===== src/logic/apms_map.svh =====
`ifndef APMS_MAP_SVH
`define APMS_MAP_SVH

// ****************************************
// Register bus
// ****************************************
`define APMS_ADDR_W 4
`define APMS_DATA_W 32
`define APMS_OFS_CTRL 4'h0
`define APMS_OFS_STATUS 4'h4
`define APMS_OFS_DRIVE 4'h8

// ****************************************
// Control register fields and reset value
// ****************************************
`define APMS_CTRL_EN_BIT 0
`define APMS_CTRL_RST 32'h00000001

// ****************************************
// Status register fields
// ****************************************
`define APMS_ST_STATE_LSB 0
`define APMS_ST_REF_GOOD_BIT 4
`define APMS_ST_STBY_GOOD_BIT 5
`define APMS_ST_BOOT_GOOD_BIT 6
`define APMS_ST_MEM_INREG_BIT 7
`define APMS_ST_OC_LATCH_BIT 8
`define APMS_ST_SUSP_REQ_BIT 9
`define APMS_ST_OFF_REQ_BIT 10

// ****************************************
// Timing
// ****************************************
`define APMS_CLK_MHZ 25
`define APMS_MEM_SS_TIME_US 2000
`define APMS_HUB_SS_TIME_US 1000
`define APMS_MEM_SS_CYCLES (`APMS_MEM_SS_TIME_US * `APMS_CLK_MHZ)
`define APMS_HUB_SS_CYCLES (`APMS_HUB_SS_TIME_US * `APMS_CLK_MHZ)

`endif


===== src/logic/apms_pkg.sv =====
package apms_pkg;

  typedef enum logic [2:0] {
    ST_IDLE,
    ST_STBY_MON,
    ST_BOOT_MON,
    ST_MEM_SS,
    ST_S0,
    ST_S3,
    ST_FAULT
  } apms_state_t;

  // Raw indications from pins and analog comparators
  typedef struct packed {
    logic suspend_standby_req_n;
    logic soft_off_req_n;
    logic standby_above_start;
    logic ref_in_reg;
    logic standby_in_limits;
    logic boot_in_limits;
    logic mem_in_reg;
    logic mem_overcurrent;
  } apms_sense_t;

  // Enables toward the analog regulators and monitors
  typedef struct packed {
    logic ref_enable;
    logic standby_mon_en;
    logic boot_mon_en;
    logic mem_run;
    logic mem_standby;
    logic mem_ss_active;
    logic term_enable;
    logic term_hiz;
    logic hub_run;
    logic hub_ss_active;
  } apms_drive_t;

endpackage


===== src/logic/apms_sync.sv =====
`timescale 1ns/1ps
module apms_sync #(
  parameter int W = 8
) (
  // Clock and reset
  input wire logic clk,
  input wire logic sys_rst,
  input wire logic ce,
  // Data
  input wire logic [W-1:0] din,
  output logic [W-1:0] dout
);

  logic [W-1:0] meta_q;

  // First stage is read only by the second
  always_ff @(posedge clk or posedge sys_rst) begin
    if (sys_rst) begin
      meta_q <= '0;
      dout <= '0;
    end else if (ce) begin
      meta_q <= din;
      dout <= meta_q;
    end
  end

endmodule


===== src/logic/apms_softstart.sv =====
`timescale 1ns/1ps
module apms_softstart #(
  parameter int CYCLES = 1000
) (
  // Clock and reset
  input wire logic clk,
  input wire logic sys_rst,
  input wire logic ce,
  // Control
  input wire logic run,
  output logic done
);

  logic [31:0] cnt_q;

  // Dropping run restarts the interval from zero
  always_ff @(posedge clk or posedge sys_rst) begin
    if (sys_rst) begin
      cnt_q <= 32'h00000000;
      done <= 1'b0;
    end else if (ce) begin
      if (!run) begin
        cnt_q <= 32'h00000000;
        done <= 1'b0;
      end else if (cnt_q >= 32'(CYCLES - 1)) begin
        done <= 1'b1;
      end else begin
        cnt_q <= cnt_q + 32'h00000001;
      end
    end
  end

endmodule


===== src/logic/apms_sequencer.sv =====
`timescale 1ns/1ps
`include "apms_map.svh"
module apms_sequencer #(
  parameter int MEM_SS_CYCLES = `APMS_MEM_SS_CYCLES,
  parameter int HUB_SS_CYCLES = `APMS_HUB_SS_CYCLES
) (
  // Clock, reset and clock enable
  input wire logic clk,
  input wire logic sys_rst,
  input wire logic ce,
  // Raw indications from pins and comparators
  input wire apms_pkg::apms_sense_t sense_raw,
  // Register port
  input wire logic [`APMS_ADDR_W-1:0] reg_addr,
  input wire logic [`APMS_DATA_W-1:0] reg_wdata,
  input wire logic reg_wr,
  input wire logic reg_rd,
  output logic [`APMS_DATA_W-1:0] reg_rdata,
  // Regulator and monitor control
  output apms_pkg::apms_drive_t drive_q,
  // Status indications
  output logic reference_good,
  output logic standby_supply_good,
  output logic boot_supply_good,
  output logic memory_rail_in_regulation
);

  // ****************************************
  // Declarations
  // ****************************************
  apms_pkg::apms_sense_t sense_s;
  apms_pkg::apms_state_t state_q;
  apms_pkg::apms_state_t state_d;
  apms_pkg::apms_drive_t drive_d;
  logic ctrl_en_q;
  logic oc_latch_q;
  logic mem_ss_done;
  logic hub_ss_done;
  logic hub_ss_run;
  logic req_high;
  logic supply_recycled;

  // ****************************************
  // Helpers
  // ****************************************
  function automatic logic is_s5(input apms_pkg::apms_state_t st);
    is_s5 = (st == apms_pkg::ST_IDLE) || (st == apms_pkg::ST_STBY_MON) ||
            (st == apms_pkg::ST_BOOT_MON);
  endfunction

  function automatic logic [2:0] state_code(
    input apms_pkg::apms_state_t st
  );
    state_code = st;
  endfunction

  // ****************************************
  // Input synchronisation
  // ****************************************
  apms_sync #(
    .W($bits(apms_pkg::apms_sense_t))
  ) u_sync (
    .clk(clk),
    .sys_rst(sys_rst),
    .ce(ce),
    .din(sense_raw),
    .dout(sense_s)
  );

  assign req_high = sense_s.suspend_standby_req_n &&
                    sense_s.soft_off_req_n;

  // Any of these restarts a latched-off part
  assign supply_recycled = !standby_supply_good ||
                           !sense_s.soft_off_req_n ||
                           !sense_s.boot_in_limits;

  // ****************************************
  // Reference and supply monitors
  // ****************************************
  always_ff @(posedge clk or posedge sys_rst) begin
    if (sys_rst) begin
      reference_good <= 1'b0;
    end else if (ce) begin
      // Regulation is meaningless while the reference is not started
      reference_good <= sense_s.standby_above_start &&
                        sense_s.ref_in_reg;
    end
  end

  always_ff @(posedge clk or posedge sys_rst) begin
    if (sys_rst) begin
      standby_supply_good <= 1'b0;
    end else if (ce) begin
      standby_supply_good <= drive_q.standby_mon_en &&
                             sense_s.standby_in_limits;
    end
  end

  always_ff @(posedge clk or posedge sys_rst) begin
    if (sys_rst) begin
      boot_supply_good <= 1'b0;
    end else if (ce) begin
      // In S3 this drops with the main supply; state is untouched
      boot_supply_good <= drive_q.boot_mon_en &&
                          sense_s.boot_in_limits;
    end
  end

  // ****************************************
  // Soft-start timers
  // ****************************************
  apms_softstart #(
    .CYCLES(MEM_SS_CYCLES)
  ) u_mem_ss (
    .clk(clk),
    .sys_rst(sys_rst),
    .ce(ce),
    .run(state_q == apms_pkg::ST_MEM_SS),
    .done(mem_ss_done)
  );

  assign hub_ss_run = (state_q == apms_pkg::ST_S0) &&
                      memory_rail_in_regulation;

  apms_softstart #(
    .CYCLES(HUB_SS_CYCLES)
  ) u_hub_ss (
    .clk(clk),
    .sys_rst(sys_rst),
    .ce(ce),
    .run(hub_ss_run),
    .done(hub_ss_done)
  );

  // ****************************************
  // Overcurrent latch
  // ****************************************
  always_ff @(posedge clk or posedge sys_rst) begin
    if (sys_rst) begin
      oc_latch_q <= 1'b0;
    end else if (ce) begin
      // Set wins over clear; S3 never sets it
      if (state_q == apms_pkg::ST_S0 && sense_s.mem_overcurrent) begin
        oc_latch_q <= 1'b1;
      end else if (supply_recycled) begin
        oc_latch_q <= 1'b0;
      end
    end
  end

  // ****************************************
  // Mode state machine
  // ****************************************
  always_comb begin
    state_d = state_q;
    case (state_q)
      apms_pkg::ST_IDLE: begin
        if (reference_good && ctrl_en_q) begin
          state_d = apms_pkg::ST_STBY_MON;
        end
      end
      apms_pkg::ST_STBY_MON: begin
        if (standby_supply_good) begin
          state_d = apms_pkg::ST_BOOT_MON;
        end
      end
      apms_pkg::ST_BOOT_MON: begin
        if (boot_supply_good && req_high) begin
          state_d = apms_pkg::ST_MEM_SS;
        end
      end
      apms_pkg::ST_MEM_SS: begin
        if (!req_high || !boot_supply_good) begin
          state_d = apms_pkg::ST_BOOT_MON;
        end else if (mem_ss_done && sense_s.mem_in_reg) begin
          state_d = apms_pkg::ST_S0;
        end
      end
      apms_pkg::ST_S0: begin
        if (sense_s.mem_overcurrent) begin
          state_d = apms_pkg::ST_FAULT;
        end else if (!sense_s.soft_off_req_n) begin
          state_d = apms_pkg::ST_BOOT_MON;
        end else if (!sense_s.suspend_standby_req_n) begin
          state_d = apms_pkg::ST_S3;
        end else if (!boot_supply_good) begin
          state_d = apms_pkg::ST_BOOT_MON;
        end
      end
      apms_pkg::ST_S3: begin
        // Entered with the request low, so a high level is its rise
        if (!sense_s.soft_off_req_n) begin
          state_d = apms_pkg::ST_BOOT_MON;
        end else if (sense_s.suspend_standby_req_n && boot_supply_good) begin
          state_d = apms_pkg::ST_S0;
        end
        // Boot good loss alone causes no move from here
      end
      apms_pkg::ST_FAULT: begin
        if (supply_recycled) begin
          state_d = apms_pkg::ST_STBY_MON;
        end
      end
      default: begin
        state_d = apms_pkg::ST_IDLE;
      end
    endcase
    // Supervisory losses override everything above
    if (!reference_good || !ctrl_en_q) begin
      state_d = apms_pkg::ST_IDLE;
    end else if (!standby_supply_good && !is_s5(state_q) &&
                 state_q != apms_pkg::ST_FAULT) begin
      state_d = apms_pkg::ST_STBY_MON;
    end else if (!standby_supply_good &&
                 state_q == apms_pkg::ST_BOOT_MON) begin
      state_d = apms_pkg::ST_STBY_MON;
    end
  end

  always_ff @(posedge clk or posedge sys_rst) begin
    if (sys_rst) begin
      state_q <= apms_pkg::ST_IDLE;
    end else if (ce) begin
      state_q <= state_d;
    end
  end

  // ****************************************
  // Output decode
  // ****************************************
  always_comb begin
    drive_d = '0;
    drive_d.term_hiz = 1'b1;
    drive_d.ref_enable = sense_s.standby_above_start;
    case (state_d)
      apms_pkg::ST_IDLE: begin
        drive_d.standby_mon_en = 1'b0;
      end
      apms_pkg::ST_STBY_MON: begin
        drive_d.standby_mon_en = 1'b1;
      end
      apms_pkg::ST_BOOT_MON: begin
        drive_d.standby_mon_en = 1'b1;
        drive_d.boot_mon_en = 1'b1;
      end
      apms_pkg::ST_MEM_SS: begin
        drive_d.standby_mon_en = 1'b1;
        drive_d.boot_mon_en = 1'b1;
        drive_d.mem_run = 1'b1;
        drive_d.mem_ss_active = 1'b1;
      end
      apms_pkg::ST_S0: begin
        drive_d.standby_mon_en = 1'b1;
        drive_d.boot_mon_en = 1'b1;
        drive_d.mem_run = 1'b1;
        drive_d.term_enable = memory_rail_in_regulation;
        drive_d.term_hiz = !memory_rail_in_regulation;
        drive_d.hub_run = memory_rail_in_regulation;
        drive_d.hub_ss_active = hub_ss_run && !hub_ss_done;
      end
      apms_pkg::ST_S3: begin
        drive_d.standby_mon_en = 1'b1;
        drive_d.boot_mon_en = 1'b1;
        drive_d.mem_standby = 1'b1;
      end
      apms_pkg::ST_FAULT: begin
        // Monitors stay awake so a recycle can be seen
        drive_d.standby_mon_en = 1'b1;
        drive_d.boot_mon_en = 1'b1;
      end
      default: begin
        drive_d.standby_mon_en = 1'b0;
      end
    endcase
  end

  always_ff @(posedge clk or posedge sys_rst) begin
    if (sys_rst) begin
      drive_q <= '0;
      drive_q.term_hiz <= 1'b1;
    end else if (ce) begin
      drive_q <= drive_d;
    end
  end

  always_ff @(posedge clk or posedge sys_rst) begin
    if (sys_rst) begin
      memory_rail_in_regulation <= 1'b0;
    end else if (ce) begin
      memory_rail_in_regulation <= (state_d == apms_pkg::ST_S0) &&
                                   sense_s.mem_in_reg;
    end
  end

  // ****************************************
  // Register port
  // ****************************************
  always_ff @(posedge clk or posedge sys_rst) begin
    if (sys_rst) begin
      ctrl_en_q <= 1'(`APMS_CTRL_RST);
    end else if (ce) begin
      if (reg_wr && reg_addr == `APMS_OFS_CTRL) begin
        ctrl_en_q <= reg_wdata[`APMS_CTRL_EN_BIT];
      end
    end
  end

  // Unmapped reads return zero; data stands one cycle only
  always_ff @(posedge clk or posedge sys_rst) begin
    if (sys_rst) begin
      reg_rdata <= '0;
    end else if (ce) begin
      reg_rdata <= '0;
      if (reg_rd) begin
        case (reg_addr)
          `APMS_OFS_CTRL: begin
            reg_rdata[`APMS_CTRL_EN_BIT] <= ctrl_en_q;
          end
          `APMS_OFS_STATUS: begin
            reg_rdata[`APMS_ST_STATE_LSB +: 3] <= state_code(state_q);
            reg_rdata[`APMS_ST_REF_GOOD_BIT] <= reference_good;
            reg_rdata[`APMS_ST_STBY_GOOD_BIT] <= standby_supply_good;
            reg_rdata[`APMS_ST_BOOT_GOOD_BIT] <= boot_supply_good;
            reg_rdata[`APMS_ST_MEM_INREG_BIT] <= memory_rail_in_regulation;
            reg_rdata[`APMS_ST_OC_LATCH_BIT] <= oc_latch_q;
            reg_rdata[`APMS_ST_SUSP_REQ_BIT] <=
              sense_s.suspend_standby_req_n;
            reg_rdata[`APMS_ST_OFF_REQ_BIT] <= sense_s.soft_off_req_n;
          end
          `APMS_OFS_DRIVE: begin
            reg_rdata[$bits(apms_pkg::apms_drive_t)-1:0] <= drive_q;
          end
          default: begin
            reg_rdata <= '0;
          end
        endcase
      end
    end
  end

endmodule


===== config.mk =====
export PLATFORM = sky130hd
export DESIGN_NAME = apms_sequencer
export DESIGN_NICKNAME = d
export VERILOG_FILES = /design/src/logic/apms_pkg.sv /design/src/logic/apms_sync.sv /design/src/logic/apms_softstart.sv /design/src/logic/apms_sequencer.sv
export VERILOG_INCLUDE_DIRS = /design/src /design/src/logic
export SDC_FILE = /design/constraint.sdc
export NUM_CORES = 1
export LEC_CHECK = 0
export BUFFER_PORTS_ARGS = -buffer_cell sky130_fd_sc_hd__buf_2
export CAP_MARGIN = 20
export CORE_MARGIN = 1
export CORE_UTILIZATION = 57
export DETAILED_ROUTE_END_ITERATION = 8
export GPL_TIMING_DRIVEN = 0
export PLACE_DENSITY = 0.93
export SYNTH_ARGS = -nofsm -noshare
export SYNTH_HDL_FRONTEND = slang
export SYNTH_HIERARCHICAL = 1
export SYNTH_SLANG_ARGS = --single-unit
export TNS_END_PERCENT = 50

===== constraint.sdc =====
create_clock -name clk -period 5.21 [get_ports clk]
set_input_delay 0.7815 -clock clk [delete_from_list [all_inputs] [get_ports clk]]
set_output_delay 0.7815 -clock clk [all_outputs]
set_load 0.1 [all_outputs]

==> results.toml <==
[placed_design]
gp_congestion = 0.963
placed_area_sq_mm = 0.00595
hpwl_mm = 9.11
port_buffers = 42

[global_routing]
grtUsageTotal_pct = 27.5
grt_first_pass_wirelength_mm = 21.4
grt_max_degree = 30
grt_pass1_vias = 4397
antenna_found_initial = 0
overflow = 0

[drt]
post_drt_wl_per_cell_microns = 18.0
drtAntennaViolNets = 0
drc = 0
drtPass1Iterations = 5
viasPerCell = 6.11
drt_iter0_drc = 455
wl_mm = 13.2
num_vias = 4487

[clocking]
insertion_delay_ns = 0.37
postCtsSetupBuffers = 0
cts_max_level = 3
cts_tree = "built"
cts_resized = 0
clock_path_buffers = 2
cts_root_buf = "clkbuf_8"
clock-sinks = 111
cts_buffers = 9
path_clk_slew_ns = 0.11
hold_buffers = 0

[setup_path]
reg2reg_to = "u_mem_ss/cnt_q[6]$_DFFE_PP0P_"
crit_required_ns = 5.44
rrSetupSlack_ns = 2.61
worstPathMaxFanout = 10
slowest_stage = "or4_1"
crit_type = "reg -> reg"
reg2regPathDepth = 8
path_delay_family = "compound AO/OA/AOI/OAI gates"
worst_r2r_startpoint = "u_mem_ss/cnt_q[0]$_DFFE_PP0P_"
end_kind = "flop"
slowest_delay_ns = 0.45
cp.arrival_ns = 2.83
crit_path_cell_trace = "ha_1 -> and3_1 -> or4_1 -> a211o_1 -> clkbuf_1 -> buf_2 -> o21ai_0 -> a21oi_1"
start_kind = "flop"
path_buf_inv = 2

[floorplan]
rows = 35
die-area_sq_mm = 0.00996
ios = 95
die_h_microns = 99.8
start_util_pct = 59.0
fp.coreArea_sq_mm = 0.00924
die_w_microns = 99.8

[synth]
synth-edff-count = 0
ys_seq_elements = 111
syn_area_sq_mm = 0.00545
syn_avg_cell_area_sq_um = 10.4
yosys_warnings = 6
ys_seq_area_share_pct = 51.0
async_reset_ff_share_pct = 100
syn_inst = 524
synth-main-ff-cell = "dfrtp_1"
ys_types = 64

[sta]
slew_viol_final = 0
rsz0062_at_grt = "no"
skew_ns = 0.0193
setup_tns_ns = 0
period_share_pct = 49.9
setup_violations = 0
hold_violations = 0
fmax_ghz = 0.385
tightest_slew_ns = 0.731
finalWorstPathRequiredPeriod_ns = 2.60
slew_headroom_pct = 51.2

[pwr]
total_power_mw = 1.66
leakagePower_nw = 2.86
peakVddDrop_mv = 0.179
power-per-cell-area_mw_per_mm2 = 269

[finish]
nets = 651
diodes = 0
areaGrowthSynthToFinish_pct = 13.1
layout_commonest_cell = "dfrtp_1"
drive_gt1_share_pct = 21.2
mostFrequentLayoutCells = "dfrtp_1 (109), buf_2 (46), and2_1 (35)"
stdcell_area_sq_mm = 0.00617

[hold_path]
holdCritPathClass = "in -> async"

[run_status]
outcome = "complete, no violations"

[job]
maxCapViolations = 0
==> routing by layer <==
layer / GRT usage (%) / up-vias / part of all wire (%)
li1: - / 2000 / -
met1: 35.5 / 2164 / 40
met2: 47.1 / 280 / 49
met3: 4.25 / 43 / 7.9
met4: 10.2 / 0 / 2.7
met5: 0 / - / 0
==> kinds of logic after synthesis <==
logic type	after synthesis	synth area share [%]
other cells	1	0.0688
buf+inv	69	7.14
xor+xnor	2	0.321
simple gates	205	22.4
fa+ha+maj	2	0.459
mux	25	5.74
flops	111	51.0
compound gates	109	12.8
==> state kept, by name, indices dropped and copies added (netlist names), 3 cells and up <==
name / cells
u_mem_ss/cnt_q: 32
u_hub_ss/cnt_q: 32
u_sync/meta_q: 8
drive_q: 9
u_sync/dout: 8
reg_rdata: 11
state_q: 3
==> through the flow <==
stage	hold slack (ns)	utilization [%]	worst slack (ns)	std cells
floorplan	0.454	-	2.85	544
global placement	0.470	63.8	2.67	715
detailed placement	0.473	64.4	2.58	717
CTS	0.490	66.4	2.63	733
global route	0.359	66.7	2.45	734
finish	0.369	66.7	2.61	734
==> cell usage after synthesis (all sizes together), types with 3 or more instances <==
| cell | instances | share of area, % |
|---|---|---|
| nand4b | 4 | 0.64 |
| nand2 | 29 | 2.0 |
| mux2 | 20 | 4.8 |
| dfrtp | 109 | 50 |
| clkbuf | 13 | 0.90 |
| nand4 | 15 | 1.7 |
| and2 | 36 | 4.2 |
| and3 | 11 | 1.3 |
| a211o | 3 | 0.48 |
| a22oi | 7 | 0.96 |
| nand3b | 3 | 0.41 |
| nor3b | 4 | 0.73 |
| o21ai | 32 | 2.9 |
| o31ai | 9 | 1.2 |
| nor2 | 15 | 1.0 |
| nand2b | 12 | 1.4 |
| a31oi | 4 | 0.46 |
| buf | 31 | 4.5 |
| nor4 | 13 | 1.6 |
| or4 | 11 | 1.6 |
| o2bb2ai | 3 | 0.48 |
| nand3 | 26 | 2.7 |
| a21oi | 31 | 2.9 |
| or3 | 13 | 1.5 |
| inv | 25 | 1.7 |
| nor3 | 8 | 1.0 |
| mux2i | 5 | 0.92 |
==> cell type report <==
cell class / count / area [sq um]
Buffer: 44 / 295
Clock buffer: 10 / 138
Clock inverter: 6 / 48.8
Fill cell: 661 / 3070
Inverter: 25 / 93.8
Multi-Input combinational cell: 364 / 2360
Sequential cell: 111 / 2780
Tap cell: 129 / 161
Timing Repair Buffer: 45 / 293
==> power breakdown <==
| group | total, mW | internal [mW] | leakage [nW] | switching [mW] |
|---|---|---|---|---|
| Sequential | 0.914 | 0.886 | 1.50 | 0.0281 |
| Combinational | 0.245 | 0.0676 | 1.26 | 0.178 |
| Clock | 0.500 | 0.195 | 0.0981 | 0.306 |
| Total | 1.66 | 1.15 | 2.86 | 0.512 |
==> how the worst max path moves through the flow <==
stage / from / to / slack, ns / cells after the start
after floorplan: u_mem_ss/cnt_q[0]$_DFFE_PP0P_ / u_mem_ss/cnt_q[12]$_DFFE_PP0P_ / 2.85 / 7
after global placement: ce / reg_rdata[8]$_DFFE_PP0P_ / 2.67 / 7
after detailed placement: ce / reg_rdata[7]$_DFFE_PP0P_ / 2.58 / 7
after CTS: u_mem_ss/cnt_q[0]$_DFFE_PP0P_ / u_mem_ss/cnt_q[6]$_DFFE_PP0P_ / 2.63 / 8
after global routing: u_mem_ss/cnt_q[0]$_DFFE_PP0P_ / u_mem_ss/cnt_q[8]$_DFFE_PP0P_ / 2.45 / 8
final: u_mem_ss/cnt_q[0]$_DFFE_PP0P_ / u_mem_ss/cnt_q[6]$_DFFE_PP0P_ / 2.61 / 8
Note: power is estimated with default switching activity, not from simulation.
